--- config.mk ---
export PLATFORM = sky130hd
export DESIGN_NAME = fpwm_top
export DESIGN_NICKNAME = d
export VERILOG_FILES = /design/src/fpwm_pkg.sv /design/src/fpwm_ctl_if.sv /design/src/fpwm_gen.sv /design/src/fpwm_failsafe.sv /design/src/fpwm_top.sv
export SDC_FILE = /design/constraint.sdc
export NUM_CORES = 1
export LEC_CHECK = 0
export ABC_AREA = 1
export ABC_CLOCK_PERIOD_IN_PS = 2600
export BUFFER_PORTS_ARGS = -buffer_cell sky130_fd_sc_hd__buf_2
export CAP_MARGIN = 20
export CORE_MARGIN = 10
export CORE_UTILIZATION = 50
export CTS_CLUSTER_SIZE = 10
export DETAILED_ROUTE_END_ITERATION = 10
export GPL_TIMING_DRIVEN = 0
export PLACE_DENSITY = 0.81
export SKIP_LAST_GASP = 1
export SYNTH_ARGS = -nofsm -noshare
export SYNTH_HDL_FRONTEND = slang
export SYNTH_SLANG_ARGS = --single-unit
export TNS_END_PERCENT = 100
--- constraint.sdc ---
create_clock -name CLK_SYS -period 2.6 [get_ports CLK_SYS]
set_input_delay 0.26 -clock CLK_SYS [delete_from_list [all_inputs] [get_ports CLK_SYS]]
set_output_delay 0.26 -clock CLK_SYS [all_outputs]
set_load 0.1 [all_outputs]
--- src/fpwm_pkg.sv ---
package fpwm_pkg;
  localparam int          CLK_HZ          = 10_000_000;
  localparam int          FAN_OUTS        = 3;
  localparam int          FAILSAFE_MS     = 4600;
  localparam int          FAILSAFE_CYCLES = FAILSAFE_MS * (CLK_HZ / 1000);
  localparam int          DETECT_US       = 5000;
  localparam int          DETECT_CYCLES   = DETECT_US * (CLK_HZ / 1_000_000);
  localparam int          PWM_DIV_DEFAULT = 4;
  localparam int          THERMAL_LIMIT_PIN_TIMER_W   = 16;
  localparam logic [7:0]  OFS_DUTY_1      = 8'h30;
  localparam logic [7:0]  OFS_DUTY_2      = 8'h31;
  localparam logic [7:0]  OFS_DUTY_3      = 8'h32;
  localparam logic [7:0]  OFS_TUNE_CTRL   = 8'h36;
  localparam logic [7:0]  OFS_BOARD_TEST  = 8'h6f;
  localparam logic [7:0]  OFS_DETECT_CFG  = 8'h73;
  localparam logic [7:0]  DUTY_RST        = 8'hff;
  localparam logic [7:0]  DUTY_FULL       = 8'hff;
  localparam logic [7:0]  TUNE_RST        = 8'h00;
  localparam logic [7:0]  BOARD_TEST_RST  = 8'h00;
  localparam logic [7:0]  DETECT_CFG_RST  = 8'h00;
  localparam logic [7:0]  START_TEMP_RST  = 8'h9a;
  localparam int          HOLD_EN_BIT     = 1;
  localparam int          DET_START_BIT   = 0;
  localparam int          DET_PRES_LSB    = 1;
  localparam int          XEN_BIT         = 0;
  localparam logic [2:0]  DRIVE_BEHAVIOUR_SELECT_MANUAL     = 3'h7;
endpackage

--- src/fpwm_ctl_if.sv ---
interface fpwm_ctl_if #(parameter int N = 3);
  logic                tick;
  logic [N-1:0][7:0]   duty;
  logic [N-1:0]        drv;
  logic                rail_up;
  logic                access;
  logic                force_full;
  logic                load_defaults;
  modport pwm (input tick, input duty, output drv);
  modport fs  (input rail_up, input access, output force_full, output load_defaults);
  modport top (output tick, output duty, output rail_up, output access,
               input drv, input force_full, input load_defaults);
endinterface

--- src/fpwm_gen.sv ---
module fpwm_gen import fpwm_pkg::*; #(
  parameter int N = FAN_OUTS
) (
  // Clock and reset
  input  wire logic    clk,
  input  wire logic    rst,
  // Duty in, drive out
  fpwm_ctl_if.pwm      ctl
);
  logic [7:0]   cnt_q;
  logic [N-1:0] drv_q;

  always_ff @(posedge clk) begin
    if (rst) begin
      cnt_q <= 8'h00;
    end else if (ctl.tick) begin
      cnt_q <= cnt_q + 8'h01;
    end
  end

  // Code 0xff is held high for the whole period so full duty is truly 100%.
  always_ff @(posedge clk) begin
    if (rst) begin
      drv_q <= '0;
    end else begin
      for (int i = 0; i < N; i++) begin
        drv_q[i] <= (ctl.duty[i] == DUTY_FULL) || (cnt_q < ctl.duty[i]);
      end
    end
  end

  assign ctl.drv = drv_q;
endmodule

--- src/fpwm_failsafe.sv ---
module fpwm_failsafe import fpwm_pkg::*; #(
  parameter int FS_CYCLES = FAILSAFE_CYCLES,
  parameter bit POLL_RAIL = 1'b1
) (
  // Clock and reset
  input  wire logic    clk,
  input  wire logic    rst,
  // Power-up supervision
  fpwm_ctl_if.fs       ctl
);
  typedef enum logic [1:0] {FS_WAIT, FS_COUNT, FS_FULL, FS_NORMAL} fpwm_fs_state_t;

  localparam int CW = $clog2(FS_CYCLES + 1);

  fpwm_fs_state_t st_q;
  logic [CW-1:0]  cnt_q;
  logic           load_q;

  always_ff @(posedge clk) begin
    if (rst) begin
      st_q   <= POLL_RAIL ? FS_WAIT : FS_FULL;
      cnt_q  <= '0;
      load_q <= 1'b0;
    end else begin
      load_q <= 1'b0;
      case (st_q)
        FS_WAIT: begin
          if (ctl.access) begin
            st_q <= FS_NORMAL;
          end else if (ctl.rail_up) begin
            st_q  <= FS_COUNT;
            cnt_q <= '0;
          end
        end
        FS_COUNT: begin
          if (ctl.access) begin
            st_q <= FS_NORMAL;
          end else if (cnt_q == CW'(FS_CYCLES - 1)) begin
            st_q <= FS_FULL;
          end else begin
            cnt_q <= cnt_q + 1'b1;
          end
        end
        FS_FULL: begin
          if (ctl.access) begin
            st_q   <= FS_NORMAL;
            load_q <= 1'b1;
          end
        end
        FS_NORMAL: begin
          st_q <= FS_NORMAL;
        end
        default: begin
          st_q <= FS_FULL;
        end
      endcase
    end
  end

  assign ctl.force_full    = (st_q == FS_FULL);
  assign ctl.load_defaults = load_q;
endmodule

--- src/fpwm_top.sv ---
module fpwm_top import fpwm_pkg::*; #(
  parameter int FS_CYCLES  = FAILSAFE_CYCLES,
  parameter int DET_CYCLES = DETECT_CYCLES,
  parameter int PWM_DIV    = PWM_DIV_DEFAULT,
  parameter bit POLL_RAIL  = 1'b1
) (
  // Clock and reset
  input  wire logic                   CLK_SYS,
  input  wire logic                   RST,
  // Register access, one byte per register
  input  wire logic                   REG_WR_EN,
  input  wire logic                   REG_RD_EN,
  input  wire logic [7:0]             REG_ADDR,
  input  wire logic [7:0]             REG_WDATA,
  output logic [7:0]                  REG_RDATA,
  input  wire logic                   SMB_VALID_ACCESS,
  // Automatic loop and behaviour selection
  input  wire logic [3*FAN_OUTS-1:0]  DRIVE_BEHAVIOUR_SELECT,
  input  wire logic [8*FAN_OUTS-1:0]  AUTO_DUTY,
  // Core rail supervision
  input  wire logic                   CORE_RAIL_POWERED,
  input  wire logic                   CORE_RAIL_BELOW_LIMIT,
  input  wire logic                   CORE_RAIL_ALERT_EN,
  input  wire logic                   CORE_RAIL_FLAG_CLR,
  output logic                        CORE_RAIL_FLAG,
  output logic                        SMBALERT_O,
  output logic                        SMBALERT_OE_N,
  // Thermal limit pin and timer
  input  wire logic                   THERMAL_LIMIT_PIN_N,
  output logic [THERMAL_LIMIT_PIN_TIMER_W-1:0]    THERMAL_TIMER,
  // Start temperature tuning
  input  wire logic                   START_TEMP_ADJ_STB,
  input  wire logic [7:0]             START_TEMP_ADJ_VAL,
  output logic [7:0]                  FAN_START_TEMPERATURE,
  // Shutdown
  input  wire logic                   SHUTDOWN_REQ,
  output logic                        SHUTDOWN,
  // Fan drive pins
  input  wire logic [FAN_OUTS-1:0]    FAN_DRIVE_I,
  output logic [FAN_OUTS-1:0]         FAN_DRIVE_O,
  output logic [FAN_OUTS-1:0]         FAN_DRIVE_OE_N,
  output logic [FAN_OUTS-1:0]         FAN_SINK_EN,
  // Board test
  output logic                        XNOR_TEST_OUT
);
  localparam int DW = $clog2(DET_CYCLES + 1);
  localparam int VW = $clog2(PWM_DIV + 1);

  fpwm_ctl_if #(.N(FAN_OUTS)) ctl ();

  logic [FAN_OUTS-1:0][7:0]  duty_set_q;
  logic [FAN_OUTS-1:0][7:0]  applied_q;
  logic [FAN_OUTS-1:0]       manual;
  logic [7:0]                tune_q;
  logic [7:0]                board_test_q;
  logic [7:0]                detect_cfg_q;
  logic [FAN_OUTS-1:0]       presence_q;
  logic                      det_active_q;
  logic [DW-1:0]             det_cnt_q;
  logic [VW-1:0]             div_q;
  logic                      tick;
  logic                      freeze;
  logic                      flag_q;
  logic                      alert_q;
  logic [THERMAL_LIMIT_PIN_TIMER_W-1:0]  thermal_limit_pin_q;
  logic [7:0]                start_temp_q;
  logic                      shutdown_q;
  logic                      xnor_q;
  logic [7:0]                rdata_q;
  logic                      det_done;

  function automatic logic wr_hit(input logic [7:0] ofs);
    return REG_WR_EN && (REG_ADDR == ofs);
  endfunction

  function automatic logic [7:0] duty_ofs(input int i);
    return OFS_DUTY_1 + i[7:0];
  endfunction

  // Slow-rate enable for the drive counters and the thermal timer.
  always_ff @(posedge CLK_SYS) begin
    if (RST) begin
      div_q <= '0;
    end else if (div_q == VW'(PWM_DIV - 1)) begin
      div_q <= '0;
    end else begin
      div_q <= div_q + 1'b1;
    end
  end
  assign tick = (div_q == VW'(PWM_DIV - 1));

  always_comb begin
    for (int i = 0; i < FAN_OUTS; i++) begin
      manual[i] = (DRIVE_BEHAVIOUR_SELECT[3*i +: 3] == DRIVE_BEHAVIOUR_SELECT_MANUAL);
    end
  end

  // Host duty codes only land while an output is manual.
  always_ff @(posedge CLK_SYS) begin
    if (RST) begin
      duty_set_q <= {FAN_OUTS{DUTY_RST}};
    end else begin
      for (int i = 0; i < FAN_OUTS; i++) begin
        if (ctl.load_defaults) begin
          duty_set_q[i] <= DUTY_RST;
        end else if (wr_hit(duty_ofs(i)) && manual[i]) begin
          duty_set_q[i] <= REG_WDATA;
        end
      end
    end
  end

  // The applied duty is what the pins run at and what reads return.
  always_ff @(posedge CLK_SYS) begin
    if (RST) begin
      applied_q <= {FAN_OUTS{DUTY_RST}};
    end else begin
      for (int i = 0; i < FAN_OUTS; i++) begin
        if (ctl.force_full) begin
          applied_q[i] <= DUTY_FULL;
        end else if (manual[i]) begin
          applied_q[i] <= duty_set_q[i];
        end else begin
          applied_q[i] <= AUTO_DUTY[8*i +: 8];
        end
      end
    end
  end

  assign ctl.tick    = tick;
  assign ctl.duty    = applied_q;
  assign ctl.rail_up = CORE_RAIL_POWERED;
  assign ctl.access  = SMB_VALID_ACCESS;

  fpwm_gen #(.N(FAN_OUTS)) u_gen (
    .clk (CLK_SYS),
    .rst (RST),
    .ctl (ctl.pwm)
  );

  fpwm_failsafe #(.FS_CYCLES(FS_CYCLES), .POLL_RAIL(POLL_RAIL)) u_fs (
    .clk (CLK_SYS),
    .rst (RST),
    .ctl (ctl.fs)
  );

  always_ff @(posedge CLK_SYS) begin
    if (RST || ctl.load_defaults) begin
      tune_q       <= TUNE_RST;
      board_test_q <= BOARD_TEST_RST;
    end else begin
      if (wr_hit(OFS_TUNE_CTRL)) begin
        tune_q <= REG_WDATA;
      end
      if (wr_hit(OFS_BOARD_TEST)) begin
        board_test_q <= REG_WDATA;
      end
    end
  end

  // Presence detection: the pins are released and sunk for the whole window,
  // then the sensed level is latched. A three-wire fan has no pullup on the
  // drive line, so it always reads absent.
  assign det_done = det_active_q && (det_cnt_q == DW'(DET_CYCLES - 1));

  always_ff @(posedge CLK_SYS) begin
    if (RST || ctl.load_defaults) begin
      detect_cfg_q <= DETECT_CFG_RST;
      det_active_q <= 1'b0;
      det_cnt_q    <= '0;
    end else begin
      if (wr_hit(OFS_DETECT_CFG)) begin
        detect_cfg_q[7:4] <= REG_WDATA[7:4];
      end
      if (det_active_q) begin
        if (det_done) begin
          det_active_q <= 1'b0;
        end else begin
          det_cnt_q <= det_cnt_q + 1'b1;
        end
      end else if (wr_hit(OFS_DETECT_CFG) && REG_WDATA[DET_START_BIT]) begin
        det_active_q <= 1'b1;
        det_cnt_q    <= '0;
      end
    end
  end

  always_ff @(posedge CLK_SYS) begin
    if (RST || ctl.load_defaults) begin
      presence_q <= '0;
    end else if (det_done) begin
      presence_q <= FAN_DRIVE_I;
    end
  end

  assign FAN_DRIVE_O    = ctl.drv;
  assign FAN_DRIVE_OE_N = {FAN_OUTS{det_active_q}};
  assign FAN_SINK_EN    = {FAN_OUTS{det_active_q}};

  // Core rail low hold.
  assign freeze = tune_q[HOLD_EN_BIT] && CORE_RAIL_BELOW_LIMIT;

  // Setting wins over a clear in the same cycle so no low event is lost.
  always_ff @(posedge CLK_SYS) begin
    if (RST) begin
      flag_q <= 1'b0;
    end else if (freeze) begin
      flag_q <= 1'b1;
    end else if (CORE_RAIL_FLAG_CLR) begin
      flag_q <= 1'b0;
    end
  end

  always_ff @(posedge CLK_SYS) begin
    if (RST) begin
      alert_q <= 1'b0;
    end else begin
      alert_q <= flag_q && CORE_RAIL_ALERT_EN;
    end
  end

  assign CORE_RAIL_FLAG = flag_q;
  assign SMBALERT_O     = 1'b0;
  assign SMBALERT_OE_N  = !alert_q;

  // The timer keeps its count across a low rail instead of restarting.
  always_ff @(posedge CLK_SYS) begin
    if (RST) begin
      thermal_limit_pin_q <= '0;
    end else if (!freeze && tick && !THERMAL_LIMIT_PIN_N && !(&thermal_limit_pin_q)) begin
      thermal_limit_pin_q <= thermal_limit_pin_q + 1'b1;
    end
  end
  assign THERMAL_TIMER = thermal_limit_pin_q;

  always_ff @(posedge CLK_SYS) begin
    if (RST) begin
      start_temp_q <= START_TEMP_RST;
    end else if (START_TEMP_ADJ_STB && !freeze) begin
      start_temp_q <= START_TEMP_ADJ_VAL;
    end
  end
  assign FAN_START_TEMPERATURE = start_temp_q;

  always_ff @(posedge CLK_SYS) begin
    if (RST) begin
      shutdown_q <= 1'b0;
    end else begin
      shutdown_q <= SHUTDOWN_REQ && !freeze;
    end
  end
  assign SHUTDOWN = shutdown_q;

  // Board continuity chain over the sensed inputs.
  always_ff @(posedge CLK_SYS) begin
    if (RST) begin
      xnor_q <= 1'b0;
    end else if (board_test_q[XEN_BIT]) begin
      xnor_q <= ~^{FAN_DRIVE_I, THERMAL_LIMIT_PIN_N, CORE_RAIL_BELOW_LIMIT};
    end else begin
      xnor_q <= 1'b0;
    end
  end
  assign XNOR_TEST_OUT = xnor_q;

  // Read data follows one cycle after the read strobe; unmapped reads give zero.
  always_ff @(posedge CLK_SYS) begin
    if (RST) begin
      rdata_q <= 8'h00;
    end else if (REG_RD_EN) begin
      case (REG_ADDR)
        OFS_DUTY_1:     rdata_q <= applied_q[0];
        OFS_DUTY_2:     rdata_q <= applied_q[1];
        OFS_DUTY_3:     rdata_q <= applied_q[2];
        OFS_TUNE_CTRL:  rdata_q <= tune_q;
        OFS_BOARD_TEST: rdata_q <= board_test_q;
        OFS_DETECT_CFG: rdata_q <= {detect_cfg_q[7:4], presence_q, det_active_q};
        default:        rdata_q <= 8'h00;
      endcase
    end
  end
  assign REG_RDATA = rdata_q;
endmodule

; After elaboration in Yosys (flattened, before gate mapping)
; Cells that the tools add are included.
[op_classes]
add_sub_neg = 5
multipliers = 0
n_div = 0
order_cmp = 3
n_eq_ne = 26
n_shift = 0
muxes = 24
bitwise_logic = 2
n_reduce_logical = 40
[ops]
columns = cell, count
row1 = 2-to-1 mux 26 bit, 4
row2 = case mux 26 bit (2 select lines), 1
row3 = 2-to-1 mux 16 bit, 3
row4 = case mux 8 bit (6 select lines), 1
row5 = "adder 16 x 1 -> 16 bit, second input constant", 2
row6 = "equality test 8 x 6 -> 1 bit, second input constant", 4
row7 = "adder 26 x 1 -> 26 bit, second input constant", 1
row8 = "equality test 26 bit, second input constant", 1
row9 = "equality test 8 bit, second input constant", 3
row10 = < comparator 8 bit, 3
row11 = 2-to-1 mux 8 bit, 3
row12 = logical AND 1 bit, 18
row13 = "equality test 16 bit, second input constant", 1
row14 = "equality test 8 x 7 -> 1 bit, second input constant", 2
row15 = AND reduction 16 bit, 1
row16 = "inequality test 2 bit, second input constant", 6
row17 = 2-to-1 mux 2 bit, 5
row18 = OR reduction 2 bit, 5
row19 = "equality test 3 bit, second input constant", 3
row20 = "adder 8 x 1 -> 8 bit, second input constant", 1
row21 = case mux 2 bit (4 select lines), 1
row22 = 2-to-1 mux 1 bit, 6
row23 = nonzero test 2 bit, 3
row24 = AND reduction 5 bit, 1
row25 = other kinds (13), 21
[word_totals]
ff_bits = 167
latch_bits = 0
mem_bits_rw = 0
rom_bits = 0
word_cells = 125
mem_count = 0

; Logic depth before layout (Yosys ltp)
; Gate-level depths: netlist of the first run.
[logic_depth]
ltp_word = 5
mapped_depth = 13

; Hierarchy
; A second synthesis of the first run with hierarchy kept.
[unflattened]
hier_cells = 1320
area_unflattened_um2 = 9140.0
[modules_own_cells]
columns = module, instances, cells_each, area_per_inst_um2, seq_area_each_um2
row1 = fpwm_top, 1, 828, 6054.6, 2542.4
row2 = fpwm_failsafe, 1, 334, 2014.4, 580.6
row3 = fpwm_gen, 1, 158, 1071.0, 220.2

; Least setup slack after synthesis of the first run
; Ideal clock, no wire load.
[synth_timing]
path_type = reg2reg
from = register thermal_limit_pin_q[0], in the netlist THERMAL_TIMER[0]
to = register thermal_limit_pin_q[1], in the netlist THERMAL_TIMER[1]
t_arrival_ns = 2.306
required_ns = 2.483
slack_ns = 0.177
stages_incl_launch_ff = 10
n_path_buf = 1
period_less_slack_ns = 2.423
cell_sequence = dfxtp_1 -> ha_1 -> nand2_1 -> nor2_1 -> nand4_1 -> nand2_1 -> inv_1 -> buf_4 -> nor2_1 -> nor2_1
[synth_via]
elab_chain_cells = 3
[synth_rtl]
columns = item, line_no
row1 = from (decl), fpwm_top.sv:65  ; logic [THERMAL_LIMIT_PIN_TIMER_W-1:0] thermal_limit_pin_q;
row2 = from (signal assigned), fpwm_top.sv:231  ; thermal_limit_pin_q <= thermal_limit_pin_q + 1'b1;
row3 = branches (longest 3 deep; another with adder 16 x 1 -> 16 bit), n/a
; Parallel ways; which one is timed is not known.
; A chain may end at the register's enable or synchronous reset.

; Worst setup path after layout of the first run
[layout_timing]
from = register div_q[0]
to = register thermal_limit_pin_q[8], in the netlist THERMAL_TIMER[8]
[layout_via]
elab_chain_cells = 4
[layout_rtl]
columns = item, line_no
row1 = from (decl), fpwm_top.sv:60  ; logic [VW-1:0] div_q;
row2 = from (signal assigned), fpwm_top.sv:87  ; div_q <= div_q + 1'b1;
row3 = equality test 3 x 2 -> 1 bit, fpwm_top.sv:90  ; assign tick = (div_q == VW'(PWM_DIV - 1));
row4 = logical AND 1 bit (3 in series), fpwm_top.sv:230  ; end else if (!freeze && tick && !THERMAL_LIMIT_PIN_N && !(&thermal_limit_pin_q)) begin
; No other way between the ends.

==> metrics.md, run 1 <==
| Metric | Value |
|---|---|
| Status | `completed` |
| CTS resizes | `0` |
| Die W | `151 um` |
| Worst path bufs/invs | `3` |
| Max Root-Sink Buffers | `2` |
| Pwr/cell area | `576 mW/mm2` |
| Logic gate share of total power | `between 10 and 15%` |
| Largest net degree at the start of global routing | `17` |
| Placed Instances | `1607` |
| Netlist cell types | `39` |
| CTS tree | `yes` |
| Setup violators final | `0` |
| Die height | `around 150 um` |
| Post-synthesis register bit count | `approximately 170` |
| Antenna Diode Count | `0` |
| # H-tree levels | `4` |
| CP Data Arrival Time | `2.40 ns` |
| Cells after synthesis | `roughly 1300` |
| Final Hold Fails | `0` |
| Clock Power Share | `43.1%` |
| Congestion Overflow GR | `0` |
| Core area | `0.0168 mm2` |
| Critical Path Max Stage Delay | `about 0.34 ns` |
| Number of global-route vias before repair | `8117` |
| Switching share of power | `between 20% and 30%` |
| Post-Syn Area | `0.00862 mm2` |
| CP Cell Sequence | `ha_1 > ha_1 > inv_1 > nor3_1 > nand2_1 > inv_1 > buf_4 > nand2_1 > a21oi_1` |
| CTS sink cnt | `between 150 and 200` |
| Setup_tns | `0 ns` |
| Crit end category | `flip-flop` |
| First drt pass iteration count | `5` |
| Antenna violations before repair | `1` |
| Routed length per instance | `14.8 um` |
| Maxcap violations | `0` |
| Top delay family on crit path | `simple AND/OR/NAND/NOR gates` |
| Leakage power | `approximately 0.0045 uW` |
| Worst slew pin tran | `between 0.9 and 1 ns` |
| Non-filler cells, final | `roughly 1600` |
| Maximum vdd ir drop | `514 uV` |
| Crit-path slowest cell | `dfxtp_1` |
| EDFF count, synth | `0` |
| DRT antenna net count | `0` |
| Synth Net Count | `about 1400` |
| Rows | `47` |
| Clock latency on the worst-skew pair | `roughly 0.44 ns` |
| Net switching power | `between 1500 and 2000 uW` |
| Setup bufs post-CTS | `0` |
| RSZ-0062 raised after global routing | `no` |
| Post-CTS Hold Buffers | `0` |
| Final weighted congestion in routability-driven placement | `approximately 0.94` |
| Initial Util | `51.4%` |
| Avg Cell Area, Syn | `around 6.8 um2` |
| CP Max Fanout | `10` |
| Residual DRC | `0` |
| Fin crit share | `between 70 and 80%` |
| Internal power consumption | `4160 uW` |
| Setup CP Type | `flip-flop to flip-flop` |
| Starting DRC count in detailed routing | `about 640` |
| Synth warn | `0` |
| Number of I/O pins | `118` |
| Post-DP HPWL | `18600 um` |
| Startpoint Class | `flip-flop` |
| Vias | `just under 9000` |
| Worst-path clk slew | `0.07 ns` |
| Seq/Total Area, Yosys | `38.8%` |
| HP Class | `primary input to flip-flop` |
| Seq pwr share | `45.8%` |
| Area of the die | `approximately 0.023 mm2` |
| Worst EP required | `around 3.0 ns` |
| Tmin final | `2.03 ns` |
| IO buf count | `approximately 120` |
| Final Net Count | `1505` |
| CTS buffer count | `17` |
| Via/cell ratio | `around 5.4` |
| Fmax | `491 MHz` |
| Routed WL | `24300 um` |
| Tot GR Track Use | `20.8%` |
| Fillcell total | `roughly 1600` |
| Pins over their slew limit | `0` |
| Fin util | `between 60% and 70%` |
| Share of layout cells above drive strength 1 | `a little over an eighth` |
| Post-synth top flop | `dfxtp_1` |
| Root cell of the clock tree | `clkbuf_16` |
| Slew margin rel. | `36.5%` |
| Share of flip-flops with an asynchronous set or reset | `0%` |
| P&R area growth vs syn | `16.7%` |
| Global-route wire length before repair | `38800 um` |
| Final Skew | `0.0114 ns` |
[power by group through the flow]
stage | clock [uW] | combinational [uW] | sequential (uW)
2_1_floorplan | 0 | 292 | 2840
3_3_place_gp | 0 | 627 | 2710
3_5_place_dp | 0 | 638 | 2710
4_1_cts | 2530 | 641 | 2650
5_1_grt | 2640 | 704 | 2660
6_report | 2500 | 646 | 2650
[logic make-up after synthesis]
logic type / after synthesis / share of synthesized area (%)
compound gates: 175 / 10.8
xor+xnor: 26 / 2.64
fa+ha+maj: 27 / 3.92
buf+inv: 186 / 8.78
flops: 167 / 38.8
other cells: 1 / 0.0435
simple gates: 689 / 35.0
[metal layers]
metal / vias to the layer above / GRT usage (%) / part of all wire (%)
met5: - / 0 / 0.049
met4: 2 / 7.17 / 2.3
met3: 44 / 5.73 / 9.0
met2: 355 / 32.9 / 45
met1: 3994 / 26.6 / 44
li1: 4419 / - / -
[area by class of cell]
cell class                      count  area (um2)  share of cell area (%)
Clock inverter                     13         141                    1.41
Clock buffer                       19         443                    4.40
Inverter                          148         556                    5.52
Sequential cell                   167        3340                    33.2
Timing Repair Buffer              116         581                    5.77
Buffer                             38         201                    2.00
Tap cell                          220         275                    2.74
Multi-Input combinational cell    918        4520                    44.9
[flip-flops by register name, indices dropped and copies added (netlist names), 3 cells and up]
register and cells:
presence_q 3, THERMAL_TIMER 16, tune_q 8, duty_set_q 24
u_gen.ctl.drv 3, REG_RDATA 8, u_gen.cnt_q 8, div_q 3
det_cnt_q 16, applied_q 24, detect_cfg_q 4, FAN_START_TEMPERATURE 8
u_fs.cnt_q 26, board_test_q 8
[Yosys cell counts, types with 8 or more instances]
library cell / count / area share, %
nand2_1: 319 / 14
dfxtp_1: 167 / 39
inv_1: 142 / 6.2
nor2_1: 139 / 6.1
nand3_1: 133 / 7.7
a21oi_1: 89 / 5.2
o21ai_0: 58 / 3.4
nor3_1: 35 / 2.0
ha_1: 27 / 3.9
nand4_1: 24 / 1.7
clkbuf_1: 21 / 0.91
xor2_1: 21 / 2.1
o211ai_1: 10 / 0.87
buf_4: 8 / 0.70
nor4_1: 8 / 0.58
o22ai_1: 8 / 0.58
[per-stage QoR]
step,power [uW],cell area (um2),setup slack [ns],hold WS (ns)
2_1_floorplan,3140,8620,0.177,0.365
3_3_place_gp,3330,9480,0.657,0.409
3_5_place_dp,3350,9480,0.569,0.420
4_1_cts,5820,10100,0.559,0.0119
5_1_grt,6000,10100,0.368,0.0231
6_report,5800,10100,0.565,0.0286
[cell usage in the layout (no fill, tap or decap), types with 3 or more instances in the layout]
master,netlist,layout
xor2_1,21,21
inv_6,0,3
ha_1,27,27
nor4_1,8,8
o211ai_1,10,10
o22ai_1,8,8
a21oi_1,89,89
o21ai_0,58,58
a211oi_1,3,3
inv_1,142,142
buf_2,5,121
nor3_1,35,35
nand3_1,133,133
buf_4,8,8
nor2_2,5,5
nor2_4,5,5
clkinv_4,0,3
xnor2_1,5,5
clkbuf_16,0,17
dfxtp_1,167,167
nand2_2,6,6
clkbuf_1,21,22
nand2_4,3,3
buf_6,3,3
nor2_1,139,139
inv_2,4,4
nor3b_1,6,6
nand4_1,24,24
nand2_1,319,319
[tightest hold or removal path, stage by stage]
cell and delay [ns]:
buf_2 0.07, nand2_1 0.04, nand3_1 0.06
[final timing paths]
kind	from	cells after the start	slack, ns	endpoint
setup / recovery	div_q[0]	9	0.57	THERMAL_TIMER[8]
hold / removal	START_TEMP_ADJ_VAL[4]	3	0.03	FAN_START_TEMPERATURE[4]
setup reg to reg	div_q[0]	9	0.57	THERMAL_TIMER[8]
hold reg to reg	div_q[0]	1	0.43	div_q[0]
No activity file was read; power rests on OpenSTA's default activity.
==> run 2, diff against run 1 <==
- ABC_AREA: 1 -> 0
- ABC_CLOCK_PERIOD_IN_PS: 2600 -> 1800
- PLACE_DENSITY: 0.81 -> 0.84
- clock period: 2.6 -> 1.8 ns (I/O delays scaled with it)
==> run 2 against run 1 <==
Against the previous run:
- the run now ends with setup timing left
- sequential power is 45% higher
- worst setup slack worse by 0.90 ns
- flip-flop and latch count stayed put
- clock-buffer cell count is 2 higher
- area after synthesis is 11% lower
- critical path depth is 1 lower
- worst hold slack worse by 0.014 ns
- synthesized cell count is 27% lower
- critical path type unchanged
- largest cell class unchanged
- largest power group unchanged
==> metrics.md, run 2 <==
| Metric | Value |
|---|---|
| Final instance area | `0.0103 mm2 (+2.3%)` |
| Maximum vdd ir drop | `883 uV (+72%)` |
| Worst-path clk slew | `0.06 ns (about the same)` |
| Leakage power | `0.00454 uW (+1.5%)` |
| Commonest non-fill, non-tap cell in the layout | `nand2_1` |
| Slew margin rel. | `50.1% (+14 points)` |
| Maxcap violations | `0 (unchanged)` |
| Logic gate share of total power | `10.6% (-0.5 points)` |
| Final Skew | `0.00956 ns (-0.00181 ns)` |
| Global-route wire length before repair | `35900 um (-7.4%)` |
| Total power | `8440 uW (+46%)` |
| CP Data Arrival Time | `2.47 ns (+0.07 ns)` |
| Setup CP Type | `flip-flop to flip-flop` |
| Switching share of power | `26.0% (-2.3 points)` |
| Tot GR Track Use | `21.6% (+0.81 points)` |
| Worst EP required | `2.13 ns (-0.83 ns)` |
| Die W | `144 um (-4.7%)` |
| Pins over their slew limit | `0 (unchanged)` |
| Max reg flops | `26 (unchanged)` |
| Synth Net Count | `1030 (-25%)` |
| Fin crit share | `119% (+41 points)` |
| Area of the die | `0.0208 mm2 (-9.2%)` |
| Setup violators final | `44 (+44)` |
| Pwr/cell area | `820 mW/mm2 (+42%)` |
| Routed length per instance | `18.0 um (+21%)` |
| First drt pass iteration count | `6 (+1)` |
| CTS buffer count | `17 (unchanged)` |
| Critical path origin | `u_fs.cnt_q[14]` |
| Most flops, register | `u_fs.cnt_q` |
| Congestion Overflow GR | `0 (unchanged)` |
| Avg Cell Area, Syn | `8.28 um2 (+22%)` |
| Seq/Total Area, Yosys | `43.4% (+4.6 points)` |
| Failing checks | `setup timing` |
| Number of global-route vias before repair | `7354 (-9.4%)` |
| Top-count cell post-synth | `dfxtp_1` |
| Clock Power Share | `44.1% (+1.0 points)` |
| Rows | `45 (-4.3%)` |
| CP Max Fanout | `8 (-2)` |
| Final weighted congestion in routability-driven placement | `0.910 (-3.6%)` |
| Crit end category | `flip-flop` |
| Synth warn | `0 (unchanged)` |
| Final Net Count | `1230 (-18%)` |
| EDFF count, synth | `0 (unchanged)` |
| Core area | `0.0151 mm2 (-9.6%)` |
| Startpoint Class | `flip-flop` |
| Setup_tns | `-10.26 ns (-10.26 ns)` |
| HP Start | `START_TEMP_ADJ_VAL[5]` |
| Hold endpoint | `FAN_START_TEMPERATURE[5]` |
| IO buf count | `113 (-2.6%)` |
| Netlist cell types | `60 (+54%)` |
| Clock latency on the worst-skew pair | `0.44 ns (about the same)` |
| Hold Slack | `0.0143 ns (-0.0143 ns)` |
| Terminus of the critical flop-to-flop path | `u_fs.cnt_q[21]` |
| Cells after synthesis | `931 (-27%)` |
| R2R Setup Slk | `-0.34 ns (-0.90 ns)` |
| Worst slew pin tran | `0.746 ns (-0.203 ns)` |
| Routed WL | `23900 um (-1.4%)` |
| Root cell of the clock tree | `clkbuf_16` |
| Largest net degree at the start of global routing | `17 (unchanged)` |
| P&R area growth vs syn | `33.4%` |
| # H-tree levels | `4 (unchanged)` |
| Post-DP HPWL | `15400 um (-17%)` |
| Largest cells by area after synthesis | `dfxtp_1 (43%), nand2_1 (8.0%), nand3_1 (6.3%)` |
| Max Root-Sink Buffers | `2 (unchanged)` |
| Tmin final | `2.14 ns (+0.104 ns)` |
| Vias | `7670 (-13%)` |
| DRT antenna net count | `0 (unchanged)` |
| Die height | `144 um (-4.7%)` |
| Hold depth | `3 (unchanged)` |
| Largest area contributor in the netlist | `dfxtp_1` |
| Antenna Diode Count | `0 (unchanged)` |
| Via/cell ratio | `5.76 (+7.2%)` |
| Antenna violations before repair | `0 (-1)` |
| Biggest regs | `u_fs.cnt_q x26, applied_q x24, duty_set_q x24` |
| Initial Util | `50.9% (-0.52 points)` |
| Post-synth top flop | `dfxtp_1` |
| CTS tree | `yes` |
| Top cell type's share of synthesized area | `43.4% (+4.6 points)` |
| Status | `finished, violations left` |
| Post-synthesis register bit count | `167 (unchanged)` |
| Number of I/O pins | `118 (unchanged)` |
| Seq pwr share | `45.3% (-0.5 points)` |
| Commonest cells in the synthesized netlist | `dfxtp_1 (167), nand2_1 (164), nand3_1 (97), nor2_1 (72), a21oi_1 (45)` |
| Share of flip-flops with an asynchronous set or reset | `0% (unchanged)` |
| RSZ-0062 raised after global routing | `yes` |
| Cell Area, Placed | `0.00867 mm2 (-8.5%)` |
| Commonest non-fill, non-tap cells in the layout | `nand2_1 (161), dfxtp_1 (141), buf_2 (115)` |
| Worst reg2reg path depth | `8 (-1)` |
| Net switching power | `2190 uW (+34%)` |
| Final setup margin | `-0.339 ns (-0.904 ns)` |
| Residual DRC | `0 (unchanged)` |
| Fmax | `467 MHz (-4.9%)` |
| Starting DRC count in detailed routing | `666 (+3.9%)` |
| Share of layout cells above drive strength 1 | `26.5% (+13 points)` |
| HP Class | `primary input to flip-flop` |
| CTS sink cnt | `167 (unchanged)` |
| Internal power consumption | `6250 uW (+50%)` |
| Reg2reg start | `u_fs.cnt_q[14]` |
| Final Hold Fails | `0 (unchanged)` |
| Post-Syn Area | `0.00771 mm2 (-11%)` |
==> run 2: area by class of cell <==
cell class | count | area [um2]
buffer | 47 | 258
clock buffer | 21 | 482
clock inverter | 10 | 116
fill | 1148 | 4860
inverter | 31 | 116
multi-input combinational | 685 | 4440
sequential | 167 | 3420
tap | 188 | 235
timing repair buffer | 182 | 1220
==> run 2: logic make-up (layout without fill, tap and decap cells) <==
| group | Yosys count | in the layout | share of synthesized area, % |
|---|---|---|---|
| adders and majority gates | 27 | 27 | 4.38 |
| xor gates and xnor gates | 35 | 35 | 3.98 |
| buffers and inverters | 79 | 291 | 4.54 |
| AOI/OAI and AO/OA | 153 | 153 | 13.1 |
| and+or+nand+nor | 456 | 456 | 28.9 |
| muxes | 13 | 13 | 1.69 |
| other | 1 | 1 | 0.0486 |
| DFF | 167 | 167 | 43.4 |
==> run 2: power by group through the flow <==
stage / logic (uW) / registers (uW) / clock network, uW
floorplan: 331 / 4090 / 0
global placement: 752 / 3900 / 0
detailed placement: 763 / 3910 / 0
CTS: 854 / 3820 / 3730
global route: 958 / 3830 / 3870
finish: 892 / 3830 / 3720
==> run 2: worst max-delay path, cell delays in order (launching register included) <==
cell     delay [ns]
dfxtp_2        0.34
or4bb_4        0.55
nor4_4         0.27
buf_4          0.16
and3_4         0.21
or3_1          0.13
buf_6          0.13
nor3_1         0.07
a21o_1         0.17
==> run 2: how the worst max path moves through the flow <==
| stage | slack (ns) | endpoint |
|---|---|---|
| after global placement | -0.65 | duty_set_q[15] |
| after global routing | -0.39 | u_fs.cnt_q[21] |
| after detailed placement | -0.68 | duty_set_q[15] |
| final | -0.34 | u_fs.cnt_q[21] |
| after floorplan | -0.10 | u_fs.cnt_q[18] |
| after CTS | -0.25 | u_fs.cnt_q[3] |
==> run 2: through the flow <==
step | std cells | utilization, % | setup WS [ns]
after floorplan | 931 | - | -0.102
after global placement | 1232 | 57.2 | -0.645
after detailed placement | 1232 | 57.2 | -0.675
after CTS | 1316 | 65.6 | -0.254
after global routing | 1331 | 67.9 | -0.389
final | 1331 | 67.9 | -0.339
==> run 2: timing repair <==
item,CTS,global route
endpoints found under the setup margin,84,110
gates cloned,3,1
buffers inserted,17,16
hold buffers,34,0
resized for setup,44,73
endpoints found under the hold margin,34,0
pin swaps,19,37
==> run 2: per-layer routing <==
metal | up-vias | wire [um] | track usage (%) | part of all wire (%)
met5 | - | 0 | 0 | 0
met3 | 52 | 1940 | 5.74 | 8.1
li1 | 3693 | - | - | -
met4 | 0 | 588 | 8.88 | 2.5
met2 | 300 | 12000 | 37.0 | 50
met1 | 3625 | 9400 | 25.0 | 39
==> run 3, diff against run 2 <==
- ABC_CLOCK_PERIOD_IN_PS: 1800 -> 2450
- PLACE_DENSITY: 0.84 -> 0.82
- clock period: 1.8 -> 2.45 ns (I/O delays scaled with it)
==> run 3 against run 2 <==
Against the previous run:
- the run now ends clean
- largest cell class unchanged
- largest power group unchanged
- clock power decreased by 29%
- design area decreased by 11%
- final cell count is 5.1% lower
==> metrics.md, run 3 (synthesis gave the netlist of run 2 again) <==
| Metric | Value |
|---|---|
| Status | `completed` |
| CP Cell Sequence | `or4bb_1 > nor4_4 > nand4_2 > a21oi_4 > buf_4 > o21ai_0 > o41ai_1` |
| Maxcap violations | `0 (unchanged)` |
| Congestion Overflow GR | `0 (unchanged)` |
| Hold endpoint | `applied_q[21]` |
| Max Used Layer | `met4` |
| Number of I/O pins | `118 (unchanged)` |
| Final Hold Fails | `0 (unchanged)` |
| CTS sink cnt | `167 (unchanged)` |
| CTS resizes | `0 (-100%)` |
| Vias | `7206 (-6.0%)` |
| Tot GR Track Use | `19.9% (-1.7 points)` |
| Critical Path Max Stage Delay | `0.55 ns (about the same)` |
| DR WL met3 | `1500 um (-23%)` |
| Antenna violations before repair | `0 (unchanged)` |
| Initial Util | `50.9% (unchanged)` |
| Reg2reg start | `u_fs.cnt_q[13]` |
| Setup slack at placement | `-0.0679 ns (+0.607 ns)` |
| CTS buffer count | `17 (unchanged)` |
| Worst-path clk slew | `0.06 ns (about the same)` |
| Root cell of the clock tree | `clkbuf_16` |
| # H-tree levels | `4 (unchanged)` |
| IO buf count | `113 (unchanged)` |
| Setup violators final | `0 (-100%)` |
| Final Skew | `0.00654 ns (-0.00302 ns)` |
| CTS tree | `yes` |
| Crit end category | `flip-flop` |
| Most flops, register | `u_fs.cnt_q` |
| Routed WL | `20800 um (-13%)` |
| Final weighted congestion in routability-driven placement | `0.918 (+0.93%)` |
| Biggest regs | `u_fs.cnt_q x26, applied_q x24, duty_set_q x24` |
| Worst EP required | `2.76 ns (+0.63 ns)` |
| Area of the die | `0.0208 mm2 (unchanged)` |
| Setup bufs post-CTS | `0 (-17)` |
| Residual DRC | `0 (unchanged)` |
| Worst reg2reg path depth | `7 (-1)` |
| Setup CP Type | `flip-flop to flip-flop` |
| CP Max Fanout | `10 (+2)` |
| Antenna Diode Count | `0 (unchanged)` |
| Final Net Count | `1162 (-5.5%)` |
| Maximum vdd ir drop | `537 uV (-39%)` |
| Post-DP HPWL | `15300 um (-0.54%)` |
| Pins over their slew limit | `0 (unchanged)` |
| Slew margin rel. | `24.3% (-26 points)` |
| P&R area growth vs syn | `18.1%` |
| Die height | `144 um (unchanged)` |
| Terminus of the critical flop-to-flop path | `u_fs.cnt_q[5]` |
| Via/cell ratio | `5.71 (-0.99%)` |
| Number of global-route vias before repair | `6840 (-7.0%)` |
| RSZ-0062 raised after global routing | `no` |
| Register area | `0.00334 mm2 (-2.3%)` |
| Clock latency on the worst-skew pair | `0.43 ns (about the same)` |
| CP Data Arrival Time | `2.63 ns (+0.16 ns)` |
| HP Start | `AUTO_DUTY[21]` |
| Total power | `6020 uW (-29%)` |
| Startpoint Class | `flip-flop` |
| Crit-path slowest cell | `or4bb_1` |
| Pwr/cell area | `661 mW/mm2 (-19%)` |
| Max reg flops | `26 (unchanged)` |
| DRT antenna net count | `0 (unchanged)` |
| First drt pass iteration count | `6 (unchanged)` |
| Share of layout cells above drive strength 1 | `16.1% (-10 points)` |
| Fillcell total | `1319 (+15%)` |
| R2R Setup Slk | `0.12 ns (+0.46 ns)` |
| Commonest non-fill, non-tap cell in the layout | `dfxtp_1` |
| Worst slew pin tran | `1.13 ns (+0.381 ns)` |
| WL met2 | `9840 um (-18%)` |
| Max Root-Sink Buffers | `2 (unchanged)` |
| Area of the multi-input gates | `0.00403 mm2 (-9.2%)` |
| Fin util | `60.1% (-7.8 points)` |
| Fmax | `430 MHz (-8.0%)` |
| HP Class | `primary input to flip-flop` |
| Tmin final | `2.33 ns (+0.186 ns)` |
| Fin crit share | `94.9% (-24 points)` |
| Rows | `45 (unchanged)` |
| Post-CTS Hold Buffers | `0 (-100%)` |
| Global-route wire length before repair | `33100 um (-8.0%)` |
| Largest net degree at the start of global routing | `17 (unchanged)` |
| Core area | `0.0151 mm2 (unchanged)` |
| Routed length per instance | `16.5 um (-8.3%)` |
| Met1 WL | `8910 um (-5.2%)` |
| Hold depth | `3 (unchanged)` |
| Leakage power | `0.00401 uW (-12%)` |
| Final setup margin | `0.125 ns (+0.464 ns)` |
| Die W | `144 um (unchanged)` |
| Commonest non-fill, non-tap cells in the layout | `dfxtp_1 (167), nand2_1 (164), buf_2 (120)` |
| Starting DRC count in detailed routing | `722 (+8.4%)` |
## run 3: worst max-delay path by stage
stage / cells after the start / slack (ns) / end / start
after detailed placement: 7 / -0.07 / duty_set_q[15] / REG_ADDR[3]
after CTS: 8 / 0.03 / THERMAL_TIMER[15] / div_q[0]
after global routing: 7 / 0.002 / u_fs.cnt_q[5] / u_fs.cnt_q[13]
final: 7 / 0.12 / u_fs.cnt_q[5] / u_fs.cnt_q[13]
after global placement: 7 / -0.04 / duty_set_q[15] / REG_ADDR[3]
after floorplan: 7 / 0.05 / THERMAL_TIMER[5] / THERMAL_TIMER[0]
## run 3: final cells by class
type                    count  share of cell area, %
flip-flops and latches    167                   36.7
clock inverters            11                   1.36
inverters                  31                   1.28
clock buffers              20                   5.01
multi-input cells         685                   44.3
well taps                 188                   2.58
repair buffers            113                   6.21
plain buffers              48                   2.57
## run 3: power by group
group / leakage, uW / internal (uW) / switching (uW)
Combinational: 0.00237 / 161 / 402
Sequential: 0.00136 / 2780 / 51.8
Clock: 0.000279 / 1550 / 1080
Total: 0.00401 / 4490 / 1540
## run 3: critical path, delay by kind of cell (launching register included)
family	cells	cell delay, ns
AND/OR/NAND/NOR	3	1.04
buffers and inverters	1	0.22
flip-flops	1	0.45
AO/OA/AOI/OAI	3	0.50
## run 3: metrics by stage
step                      instances  cell area, um2  hold WS [ns]  TNS [ns]
after CTS                      1263            9090        0.0148         0
after floorplan                 931            7710         0.368         0
after global routing           1263            9110        0.0192         0
final                          1263            9110        0.0240         0
after detailed placement       1232            8510         0.428    -0.436
after global placement         1232            8510         0.419    -0.227
## run 3: metal layers
layer,vias to the layer above,global-route usage [%]
met5,-,0
met4,0,8.56
met3,41,4.66
met2,278,32.9
met1,3337,24.2
li1,3550,-
